$ cat src/design/sar_adc_pkg.sv
package sar_adc_pkg;
    // register byte offsets
    localparam logic [7:0] ctrl0_off      = 8'h00;
    localparam logic [7:0] ctrl1_off      = 8'h04;
    localparam logic [7:0] res_high_off   = 8'h08;
    localparam logic [7:0] res_low_off    = 8'h0c;
    localparam logic [7:0] flag_off       = 8'h10;
    localparam logic [7:0] enable_off     = 8'h14;
    localparam logic [7:0] sleep_off      = 8'h18;
    // control zero, control one and flag fields
    localparam int justify_bit     = 7;
    localparam int ref_bit         = 6;
    localparam int chan_lsb        = 2;
    localparam int status_bit      = 1;
    localparam int power_bit       = 0;
    localparam int clksel_lsb      = 4;
    localparam int done_flag_bit   = 6;
    localparam logic [7:0] ctrl_reset = 8'h00;
    // timing
    localparam int result_bits     = 10;
    localparam int conv_periods    = 11;
    localparam int abort_periods   = 2;
    localparam int clk_mhz         = 200;
    localparam int settle_ns       = 5;
    localparam int settle_cycles   = (settle_ns * clk_mhz + 999) / 1000;
    // clock select codes
    localparam logic [2:0] div2_code  = 3'h0;
    localparam logic [2:0] div4_code  = 3'h4;
    localparam logic [2:0] div8_code  = 3'h1;
    localparam logic [2:0] div16_code = 3'h5;
    localparam logic [2:0] div32_code = 3'h2;
    localparam logic [2:0] div64_code = 3'h6;

    typedef enum logic [3:0] {
        st_idle  = 4'h1,
        st_conv  = 4'h2,
        st_abort = 4'h4,
        st_wait  = 4'h8
    } seq_state_t;

    typedef struct packed {
        logic       justify;
        logic       ref_sel;
        logic [3:0] channel;
        logic       status;
        logic       power;
    } ctrl0_t;
endpackage : sar_adc_pkg

$ cat src/design/sar_bit_timer.sv
`timescale 1ns/1ps
module sar_bit_timer
(
    input  wire logic       clk,        // system clock
    input  wire logic       reset,      // sync reset
    input  wire logic       ce,         // clock enable
    input  wire logic [2:0] sel,        // conversion clock select
    input  wire logic       osc_tick,   // dedicated oscillator edge, synchronised
    input  wire logic       restart,    // restart the period
    output logic            tick        // one pulse per bit period
);
    logic [5:0] cnt_reg;
    logic [5:0] limit;
    wire        use_osc = (sel[1:0] == 2'b11);

    function automatic logic [5:0] div_limit(input logic [2:0] s);
        case (s)
            sar_adc_pkg::div2_code:  div_limit = 6'h01;
            sar_adc_pkg::div4_code:  div_limit = 6'h03;
            sar_adc_pkg::div8_code:  div_limit = 6'h07;
            sar_adc_pkg::div16_code: div_limit = 6'h0f;
            sar_adc_pkg::div32_code: div_limit = 6'h1f;
            sar_adc_pkg::div64_code: div_limit = 6'h3f;
            default:                 div_limit = 6'h01;
        endcase
    endfunction : div_limit

    assign limit = div_limit(sel);
    // system clock divided unless the oscillator is chosen  [RL5] [RL7]
    assign tick  = ce && !restart && (use_osc ? osc_tick : (cnt_reg >= limit));

    always_ff @(posedge clk)
    begin
        if (reset || restart)
            cnt_reg <= 6'h00;
        else if (ce)
            cnt_reg <= tick ? 6'h00 : (use_osc ? 6'h00 : cnt_reg + 6'h01);
    end
endmodule : sar_bit_timer

$ cat src/design/sar_adc_control.sv
// Functional notes
// [RL1] a conversion yields a 10-bit result written to both result registers
// [RL2] channel field picks the one input feeding the sample-and-hold
// [RL3] software waits a settling time after changing channel
// [RL4] reference bit picks supply or external pin; negative is ground
// [RL5] three-bit select gives six system clock dividers or the oscillator
// [RL6] one bit period per bit; eleven periods per conversion
// [RL7] divider choices follow the system clock frequency
// [RL8] software uses the oscillator above 1 MHz only for sleep conversions
// [RL9] done flag set at every conversion end regardless of enable
// [RL10] software clears the done flag; hardware never clears it
// [RL11] interrupt gated by its enable, active running or sleeping
// [RL12] interrupt during sleep wakes the device
// [RL13] justify bit picks left or right result alignment
// [RL14] power bit enables; start bit set in a later write
// [RL15] completion clears status, sets flag, loads result
// [RL16] early clear aborts, keeps result, waits two periods, reacquires
// [RL17] left: high holds 9..2, low top holds 1..0; right: high low bits 9..8
// [RL18] oscillator start and completion cross domains through synchronisers
// [RL19] one bit per period, msb first, trial register, one compare each
//
// Local design decisions: the AXI4-Lite register port and the placing of the registers.
`timescale 1ns/1ps
module sar_adc_control
(
    input  wire logic        clk,           // system clock, 200 MHz
    input  wire logic        reset,         // synchronous reset, active high
    input  wire logic        ce,            // clock enable
    input  wire logic        osc_clk_in,    // dedicated oscillator level
    input  wire logic        comp_in,       // comparator: input above trial
    input  wire logic        sleeping,      // device in sleep
    output logic [3:0]       channel_select,// mux select to sample-and-hold
    output logic             reference_select, // positive reference choice
    output logic [9:0]       trial_code,    // trial word to the dac
    output logic             sample,        // sample-and-hold tracking
    output logic             irq,           // interrupt level
    output logic             wake,          // wake request
    input  wire logic        s_axi_awvalid, // write address valid
    output logic             s_axi_awready, // write address ready
    input  wire logic [7:0]  s_axi_awaddr,  // write address
    input  wire logic        s_axi_wvalid,  // write data valid
    output logic             s_axi_wready,  // write data ready
    input  wire logic [31:0] s_axi_wdata,   // write data
    input  wire logic [3:0]  s_axi_wstrb,   // write strobes
    output logic             s_axi_bvalid,  // write response valid
    input  wire logic        s_axi_bready,  // write response ready
    output logic [1:0]       s_axi_bresp,   // write response
    input  wire logic        s_axi_arvalid, // read address valid
    output logic             s_axi_arready, // read address ready
    input  wire logic [7:0]  s_axi_araddr,  // read address
    output logic             s_axi_rvalid,  // read data valid
    input  wire logic        s_axi_rready,  // read data ready
    output logic [31:0]      s_axi_rdata,   // read data
    output logic [1:0]       s_axi_rresp    // read response
);
    sar_adc_pkg::ctrl0_t     ctrl0_reg;
    logic [2:0]              clksel_reg;
    logic [7:0]              res_high_reg;
    logic [7:0]              res_low_reg;
    logic                    flag_reg;
    logic                    enable_reg;
    logic                    sleep_off_reg;
    logic [9:0]              trial_reg;
    logic [9:0]              result_reg;
    logic [3:0]              step_reg;
    sar_adc_pkg::seq_state_t state_reg;
    sar_adc_pkg::seq_state_t state_next;

    // axi write side
    logic        aw_hold_reg;
    logic        w_hold_reg;
    logic [7:0]  aw_addr_reg;
    logic [31:0] w_data_reg;
    logic [3:0]  w_strb_reg;
    logic        ar_busy_reg;
    wire         aw_take = s_axi_awvalid && !aw_hold_reg && !s_axi_bvalid;
    wire         w_take  = s_axi_wvalid && !w_hold_reg && !s_axi_bvalid;
    wire         have_aw = aw_hold_reg || aw_take;
    wire         have_w  = w_hold_reg || w_take;
    wire         do_wr   = have_aw && have_w && ce;
    wire [7:0]   wr_addr = aw_hold_reg ? aw_addr_reg : s_axi_awaddr;
    wire [31:0]  wr_data = w_hold_reg ? w_data_reg : s_axi_wdata;
    wire [3:0]   wr_strb = w_hold_reg ? w_strb_reg : s_axi_wstrb;
    wire         wr_lane = wr_strb[0];
    wire [7:0]   wr_byte = wr_data[7:0];

    function automatic logic known_addr(input logic [7:0] a);
        known_addr = (a == sar_adc_pkg::ctrl0_off) || (a == sar_adc_pkg::ctrl1_off)
                  || (a == sar_adc_pkg::res_high_off) || (a == sar_adc_pkg::res_low_off)
                  || (a == sar_adc_pkg::flag_off) || (a == sar_adc_pkg::enable_off)
                  || (a == sar_adc_pkg::sleep_off);
    endfunction : known_addr

    wire wr_ctrl0  = do_wr && wr_lane && wr_addr == sar_adc_pkg::ctrl0_off;
    wire wr_ctrl1  = do_wr && wr_lane && wr_addr == sar_adc_pkg::ctrl1_off;
    wire wr_flag   = do_wr && wr_lane && wr_addr == sar_adc_pkg::flag_off;
    wire wr_enable = do_wr && wr_lane && wr_addr == sar_adc_pkg::enable_off;
    wire wr_sleep  = do_wr && wr_lane && wr_addr == sar_adc_pkg::sleep_off;
    wire [7:0] new_ctrl0 = wr_byte;

    assign s_axi_awready = ce && !aw_hold_reg && !s_axi_bvalid;
    assign s_axi_wready  = ce && !w_hold_reg && !s_axi_bvalid;
    assign s_axi_arready = ce && !ar_busy_reg;

    always_ff @(posedge clk)
    begin
        if (reset)
        begin
            aw_hold_reg  <= 1'b0;
            w_hold_reg   <= 1'b0;
            aw_addr_reg  <= 8'h00;
            w_data_reg   <= 32'h0000_0000;
            w_strb_reg   <= 4'h0;
            s_axi_bvalid <= 1'b0;
            s_axi_bresp  <= 2'h0;
        end
        else if (ce)
        begin
            if (do_wr)
            begin
                aw_hold_reg  <= 1'b0;
                w_hold_reg   <= 1'b0;
                s_axi_bvalid <= 1'b1;
                s_axi_bresp  <= known_addr(wr_addr) ? 2'h0 : 2'h2;
            end
            else
            begin
                if (aw_take)
                begin
                    aw_hold_reg <= 1'b1;
                    aw_addr_reg <= s_axi_awaddr;
                end
                if (w_take)
                begin
                    w_hold_reg <= 1'b1;
                    w_data_reg <= s_axi_wdata;
                    w_strb_reg <= s_axi_wstrb;
                end
                if (s_axi_bvalid && s_axi_bready)
                    s_axi_bvalid <= 1'b0;
            end
        end
    end

    // axi read side
    logic [7:0] rd_byte;
    always_comb
    begin
        case (s_axi_araddr)
            sar_adc_pkg::ctrl0_off:    rd_byte = ctrl0_reg;
            sar_adc_pkg::ctrl1_off:    rd_byte = {1'b0, clksel_reg, 4'h0};
            sar_adc_pkg::res_high_off: rd_byte = res_high_reg;
            sar_adc_pkg::res_low_off:  rd_byte = res_low_reg;
            sar_adc_pkg::flag_off:     rd_byte = {1'b0, flag_reg, 6'h00};
            sar_adc_pkg::enable_off:   rd_byte = {1'b0, enable_reg, 6'h00};
            sar_adc_pkg::sleep_off:    rd_byte = {7'h00, sleep_off_reg};
            default:                   rd_byte = 8'h00;
        endcase
    end

    always_ff @(posedge clk)
    begin
        if (reset)
        begin
            ar_busy_reg  <= 1'b0;
            s_axi_rvalid <= 1'b0;
            s_axi_rdata  <= 32'h0000_0000;
            s_axi_rresp  <= 2'h0;
        end
        else if (ce)
        begin
            if (s_axi_arvalid && !ar_busy_reg)
            begin
                ar_busy_reg  <= 1'b1;
                s_axi_rvalid <= 1'b1;
                s_axi_rdata  <= {24'h000000, rd_byte};
                s_axi_rresp  <= known_addr(s_axi_araddr) ? 2'h0 : 2'h2;
            end
            else if (s_axi_rvalid && s_axi_rready)
            begin
                ar_busy_reg  <= 1'b0;
                s_axi_rvalid <= 1'b0;
            end
        end
    end

    // oscillator crossing: two flops then edge detect on the second  [RL18]
    logic osc_meta_reg;
    logic osc_sync_reg;
    logic osc_prev_reg;
    always_ff @(posedge clk)
    begin
        if (reset)
        begin
            osc_meta_reg <= 1'b0;
            osc_sync_reg <= 1'b0;
            osc_prev_reg <= 1'b0;
        end
        else if (ce)
        begin
            osc_meta_reg <= osc_clk_in;
            osc_sync_reg <= osc_meta_reg;
            osc_prev_reg <= osc_sync_reg;
        end
    end
    wire osc_tick = osc_sync_reg && !osc_prev_reg;

    logic tick;
    wire  restart = (state_reg == sar_adc_pkg::st_idle);
    sar_bit_timer u_timer
    (
        .clk      (clk),
        .reset    (reset),
        .ce       (ce),
        .sel      (clksel_reg),
        .osc_tick (osc_tick),
        .restart  (restart),
        .tick     (tick)
    );

    // conversion sequencer
    wire powered    = ctrl0_reg.power && !sleep_off_reg;
    wire go_set     = wr_ctrl0 && new_ctrl0[sar_adc_pkg::status_bit]
                   && ctrl0_reg.power;                                   // [RL14]
    wire user_abort = wr_ctrl0 && !new_ctrl0[sar_adc_pkg::status_bit]
                   && state_reg == sar_adc_pkg::st_conv;                 // [RL16]
    wire sleep_abort = sleeping && clksel_reg[1:0] != 2'b11
                   && state_reg == sar_adc_pkg::st_conv;
    wire last_step  = tick && step_reg == 4'(sar_adc_pkg::conv_periods - 1); // [RL6]
    wire done_evt   = state_reg == sar_adc_pkg::st_conv && state_next == sar_adc_pkg::st_idle;

    always_comb
    begin
        state_next = state_reg;
        case (state_reg)
            sar_adc_pkg::st_idle:
                if (go_set && powered)
                    state_next = sar_adc_pkg::st_conv;
            sar_adc_pkg::st_conv:
                if (user_abort || sleep_abort || !powered)
                    state_next = sar_adc_pkg::st_abort;
                else if (last_step)
                    state_next = sar_adc_pkg::st_idle;
            sar_adc_pkg::st_abort:
                if (tick && step_reg == 4'(sar_adc_pkg::abort_periods - 1))   // [RL16]
                    state_next = sar_adc_pkg::st_idle;
            default:
                state_next = sar_adc_pkg::st_idle;
        endcase
    end

    // trial bit: period 0 holds, periods 1..10 resolve msb first  [RL19]
    wire [3:0] bit_idx = 4'(sar_adc_pkg::result_bits) - step_reg;
    always_ff @(posedge clk)
    begin
        if (reset)
        begin
            state_reg <= sar_adc_pkg::st_idle;
            step_reg  <= 4'h0;
            trial_reg <= 10'h000;
        end
        else if (ce)
        begin
            state_reg <= state_next;
            if (state_next != state_reg)
                step_reg <= 4'h0;
            else if (tick)
                step_reg <= step_reg + 4'h1;
            if (state_reg == sar_adc_pkg::st_idle)
                trial_reg <= 10'h200;
            else if (state_reg == sar_adc_pkg::st_conv && tick && step_reg != 4'h0)
            begin
                if (!comp_in)
                    trial_reg[bit_idx] <= 1'b0;                                // [RL19]
                if (bit_idx != 4'h0)
                    trial_reg[bit_idx - 4'h1] <= 1'b1;
            end
        end
    end

    // final word including last compare  [RL1]
    always_comb
    begin
        result_reg = trial_reg;
        if (!comp_in)
            result_reg[0] = 1'b0;
    end

    // registers
    always_ff @(posedge clk)
    begin
        if (reset)
        begin
            ctrl0_reg     <= sar_adc_pkg::ctrl_reset;
            clksel_reg    <= 3'h0;
            res_high_reg  <= 8'h00;
            res_low_reg   <= 8'h00;
            flag_reg      <= 1'b0;
            enable_reg    <= 1'b0;
            sleep_off_reg <= 1'b0;
        end
        else if (ce)
        begin
            if (wr_ctrl0)
            begin
                ctrl0_reg        <= new_ctrl0;
                ctrl0_reg.status <= go_set && powered;                       // [RL14]
            end
            if (done_evt || state_next == sar_adc_pkg::st_abort)
                ctrl0_reg.status <= 1'b0;                                    // [RL15]
            if (wr_ctrl1)
                clksel_reg <= wr_byte[sar_adc_pkg::clksel_lsb +: 3];
            if (wr_enable)
                enable_reg <= wr_byte[sar_adc_pkg::done_flag_bit];
            // oscillator sleep conversion without irq powers down after  [RL11]
            if (done_evt && sleeping && !enable_reg)
                sleep_off_reg <= 1'b1;
            else if (wr_sleep && wr_byte[0])
                sleep_off_reg <= 1'b0;
            // write one clears; a new completion wins  [RL10]
            if (done_evt)
                flag_reg <= 1'b1;                                            // [RL9]
            else if (wr_flag && wr_byte[sar_adc_pkg::done_flag_bit])
                flag_reg <= 1'b0;
            if (done_evt)                                                    // [RL15]
            begin
                if (ctrl0_reg.justify)
                begin
                    res_high_reg <= {6'h00, result_reg[9:8]};                // [RL17]
                    res_low_reg  <= result_reg[7:0];
                end
                else
                begin
                    res_high_reg <= result_reg[9:2];                         // [RL13]
                    res_low_reg  <= {result_reg[1:0], 6'h00};
                end
            end
        end
    end

    assign channel_select   = ctrl0_reg.channel;                             // [RL2]
    assign reference_select = ctrl0_reg.ref_sel;                             // [RL4]
    assign trial_code       = trial_reg;
    assign sample           = powered && state_reg == sar_adc_pkg::st_idle;  // [RL16]
    assign irq              = flag_reg && enable_reg;                        // [RL11]
    assign wake             = irq && sleeping;                               // [RL12]
endmodule : sar_adc_control

$ cat config.mk
export PLATFORM = sky130hd
export DESIGN_NAME = sar_adc_control
export DESIGN_NICKNAME = d
export VERILOG_FILES = /design/src/design/sar_adc_pkg.sv /design/src/design/sar_bit_timer.sv /design/src/design/sar_adc_control.sv
export SDC_FILE = /design/constraint.sdc
export NUM_CORES = 1
export LEC_CHECK = 0
export BUFFER_PORTS_ARGS = -buffer_cell sky130_fd_sc_hd__buf_2
export CAP_MARGIN = 20
export CORE_AREA = 2 2 104 106
export CTS_CLUSTER_DIAMETER = 80
export DETAILED_ROUTE_END_ITERATION = 12
export DIE_AREA = 0 0 106 108
export MAX_ROUTING_LAYER = met4
export PLACE_DENSITY = 0.86
export SLEW_MARGIN = 20
export SYNTH_ARGS = -nofsm -noshare
export SYNTH_HDL_FRONTEND = slang
export SYNTH_SLANG_ARGS = --single-unit
$ cat constraint.sdc
create_clock -name clk -period 2.4 [get_ports clk]
set_clock_uncertainty 0.1 [all_clocks]
set_input_delay 0.36 -clock clk [delete_from_list [all_inputs] [get_ports clk]]
set_output_delay 0.36 -clock clk [all_outputs]
set_load 0.005 [all_outputs]
==> impl_metrics.env <==
export IMPL_start_kind="flop"
export IMPL_reg2reg_from="clksel_reg[1]"
export IMPL_setup_slack_ps=-241
export IMPL_r2r_end="trial_code[2]"
export IMPL_synthMuxAreaShare_pct=10.9
export IMPL_rrSetupSlack_ps=-240
export IMPL_drc_errors=0
export IMPL_comb_power_share_pct=11.1
export IMPL_yosysMostFrequentCell="dfxtp_1"
export IMPL_cp_data_arrival_time_ps=2850
export IMPL_root_buffer="clkbuf_8"
export IMPL_synthAdderAreaFrac_pct=4.31
export IMPL_synth_compound_area_share_pct=17.7
export IMPL_status="complete, but fails checks"
export IMPL_rsz0062_at_grt="yes"
export IMPL_vias_per_cell=5.93
export IMPL_synth_cells=581
export IMPL_drt_iter0_markers=456
export IMPL_cts_hold_buf=0
export IMPL_die_w_um=106
export IMPL_wl_per_cell_um=17.8
export IMPL_netSwitchingFraction_pct=27.7
export IMPL_start_util_pct=48.2
export IMPL_power_frac_seq_pct=51.6
export IMPL_synth_top_family_by_area="simple AND/OR/NAND/NOR gates"
export IMPL_synth_ff_type="dfxtp_1"
export IMPL_grt_util_met1_pct=26.3
export IMPL_final_layout_size_suffix_gt1_share_pct=33.0
export IMPL_setup_viol=39
export IMPL_grt_pass1_wl_um=21200
export IMPL_num_vias=4887
export IMPL_p_leak_nw=2.54
export IMPL_ys_ff_latch=88
export IMPL_worstSetupEndpoint="trial_code[2]"
export IMPL_worstSetupPathType="reg -> reg"
export IMPL_hp_class="in -> reg"
export IMPL_hold_depth=3
export IMPL_design_portCount=122
export IMPL_postLayoutCoreUtil_pct=61.1
export IMPL_power_switching_w=0.000805
export IMPL_max_clock_freq_ghz=0.379
export IMPL_async_flop_share_pct=0
export IMPL_busiest_layer="met2"
export IMPL_place_congestion=0.951
export IMPL_p_per_area_mw_per_mm2=465
export IMPL_crit_path_end_kind="flop"
export IMPL_yosysSeqAreaShare_pct=35.7
export IMPL_clk_pin_slew_worst_paths_ps=90
export IMPL_antenna_left=0
export IMPL_core_area_sq_mm=0.0102
export IMPL_port_buffers=68
export IMPL_cap_violations=0
export IMPL_finalCriticalPeriod_ps=2640
export IMPL_use_met2_pct=41.7
export IMPL_crit_fanout=5
export IMPL_cts_tree="done"
export IMPL_slew_headroom_pct=42.5
export IMPL_cts_sinks=88
export IMPL_slew_viol_final=0
export IMPL_largest_reg_flops=10
export IMPL_synth_cell_types=65
export IMPL_cts_buffers_inserted=9
export IMPL_fillers=753
export IMPL_dr_pass1_iters=5
export IMPL_avgSynthCellArea_sq_um=8.49
export IMPL_yosys_area_top_type="dfxtp_1"
export IMPL_pwr_share_clk_pct=37.3
export IMPL_synthTopCellsByArea="dfxtp_1, mux2i_1, nor2_1"
export IMPL_layout_area_overhead_vs_synth_pct=26.8
export IMPL_first_global_vias=4465
export IMPL_synth_cell_area_sq_mm=0.00493
export IMPL_violations="negative setup slack"
export IMPL_dp_hpwl_um=9300
export IMPL_crit_start="clksel_reg[1]"
export IMPL_required_ps=2610
export IMPL_ys_warn_count=0
export IMPL_p_int_w=0.00210
export IMPL_grt_use_met3_pct=3.62
export IMPL_grt_max_degree=43
export IMPL_dp_cells=800
export IMPL_yosys_area_share_simple_pct=22.0
export IMPL_grt_overflow=0
export IMPL_worst_r2r_path_depth=13
export IMPL_synth_top_area_share_pct=35.7
export IMPL_nets=763
export IMPL_gr_usage_all_layers_pct=23.8
export IMPL_die_h_um=108
export IMPL_die_area_sq_mm=0.0114
export IMPL_fp_row_count=37
export IMPL_max_clock_path_buffers=2
export IMPL_routed_wl_um=14600
export IMPL_synth_xor_area_share_pct=0.533
export IMPL_fin_cells=824
export IMPL_synth_edf_count=0
export IMPL_antenna_found_initial=0
export IMPL_clk_latency_ps=390
export IMPL_diodes=0
export IMPL_synth_common_cells="dfxtp_1, nor2_1, a21oi_1, mux2i_1, nand2_1"
export IMPL_hold_viol=0
export IMPL_timing_final_crit_share_pct=110
export IMPL_h_tree_depth=3
export IMPL_tightest_slew_ps=853
export IMPL_peakVddDrop_uv=274
-- how the worst min path moves through the flow --
stage	to	start
2_1_floorplan	res_low_reg[0]	res_low_reg[0]
3_3_place_gp	res_high_reg[6]	res_high_reg[6]
3_5_place_dp	res_low_reg[3]	res_low_reg[3]
4_1_cts	osc_meta_reg	osc_clk_in
5_1_grt	aw_addr_reg[3]	s_axi_awaddr[3]
6_report	aw_addr_reg[3]	s_axi_awaddr[3]
-- worst max-delay path, stage by stage (launching register included) --
cell and delay (ps):
dfxtp_4 400, inv_4 60, ha_4 270, a21oi_2 30, ha_1 300, nand3_2 80
a21o_4 260, buf_6 130, a21oi_4 210, nand3_4 130, buf_6 180, a21oi_1 160
o21ai_1 100, a21oi_1 140
-- power groups by stage --
| stage | clock [W] | combinational [W] | sequential, W |
|---|---|---|---|
| finish | 0.00109 | 0.000323 | 0.00150 |
| global route | 0.00116 | 0.000345 | 0.00150 |
| CTS | 0.00108 | 0.000297 | 0.00150 |
| detailed placement | 0 | 0.000290 | 0.00153 |
| global placement | 0 | 0.000277 | 0.00153 |
| floorplan | 0 | 0.000206 | 0.00153 |
-- stage by stage --
stage / TNS, ps / hold WS (ps) / instance area, sq um / worst slack (ps) / total power [W]
global placement: -1090 / 336 / 5610 / -150 / 0.00181
global route: -10070 / 139 / 6250 / -358 / 0.00301
finish: -6650 / 124 / 6250 / -241 / 0.00291
floorplan: -366 / 327 / 5070 / -95.6 / 0.00174
CTS: -3930 / 123 / 5930 / -186 / 0.00288
detailed placement: -4370 / 348 / 5610 / -307 / 0.00182
-- routing by layer --
layer / wire length (um) / up-vias
li1: - / 2219
met1: 5580 / 2322
met2: 7470 / 283
met3: 924 / 63
met4: 668 / 0
met5: 0 / -
-- logic make-up (layout without fill, tap and decap cells) --
group | count (synthesis) | in the layout
buf+inv | 76 | 158
fa+ha+maj | 17 | 17
other cells | 1 | 26
flops | 88 | 88
simple gates | 214 | 214
compound gates | 133 | 133
mux | 49 | 49
xor+xnor | 3 | 3
-- layout by cell type, fill, tap and decap left out, drive strengths merged, types with 10 or more instances in the layout --
master,netlist,layout
a211oi,16,16
a21oi,57,57
buf,42,124
clkbuf,18,11
conb,1,26
dfxtp,88,88
ha,17,17
inv,16,18
mux2i,40,40
nand2,39,39
nand3,18,18
nand3b,11,11
nor2,83,83
nor2b,10,10
nor3,11,11
o21ai,21,21
-- cell type report --
type,instances,area [sq um],share of cell area (%)
repair buffers,126,872,13.9
clock buffers,9,124,1.98
well taps,136,170,2.72
multi-input cells,442,3170,50.7
inverters,16,65.1,1.04
flip-flops and latches,88,1770,28.3
clock inverters,7,80.1,1.28
-- what timing repair did --
action                                  in CTS  in global routing
gates cloned                                 0                  3
resized for setup                           21                 54
pin swaps                                   18                 33
endpoints found under the setup margin      40                 48
buffers inserted                             0                  5
Note: power is estimated with default switching activity, not from simulation.
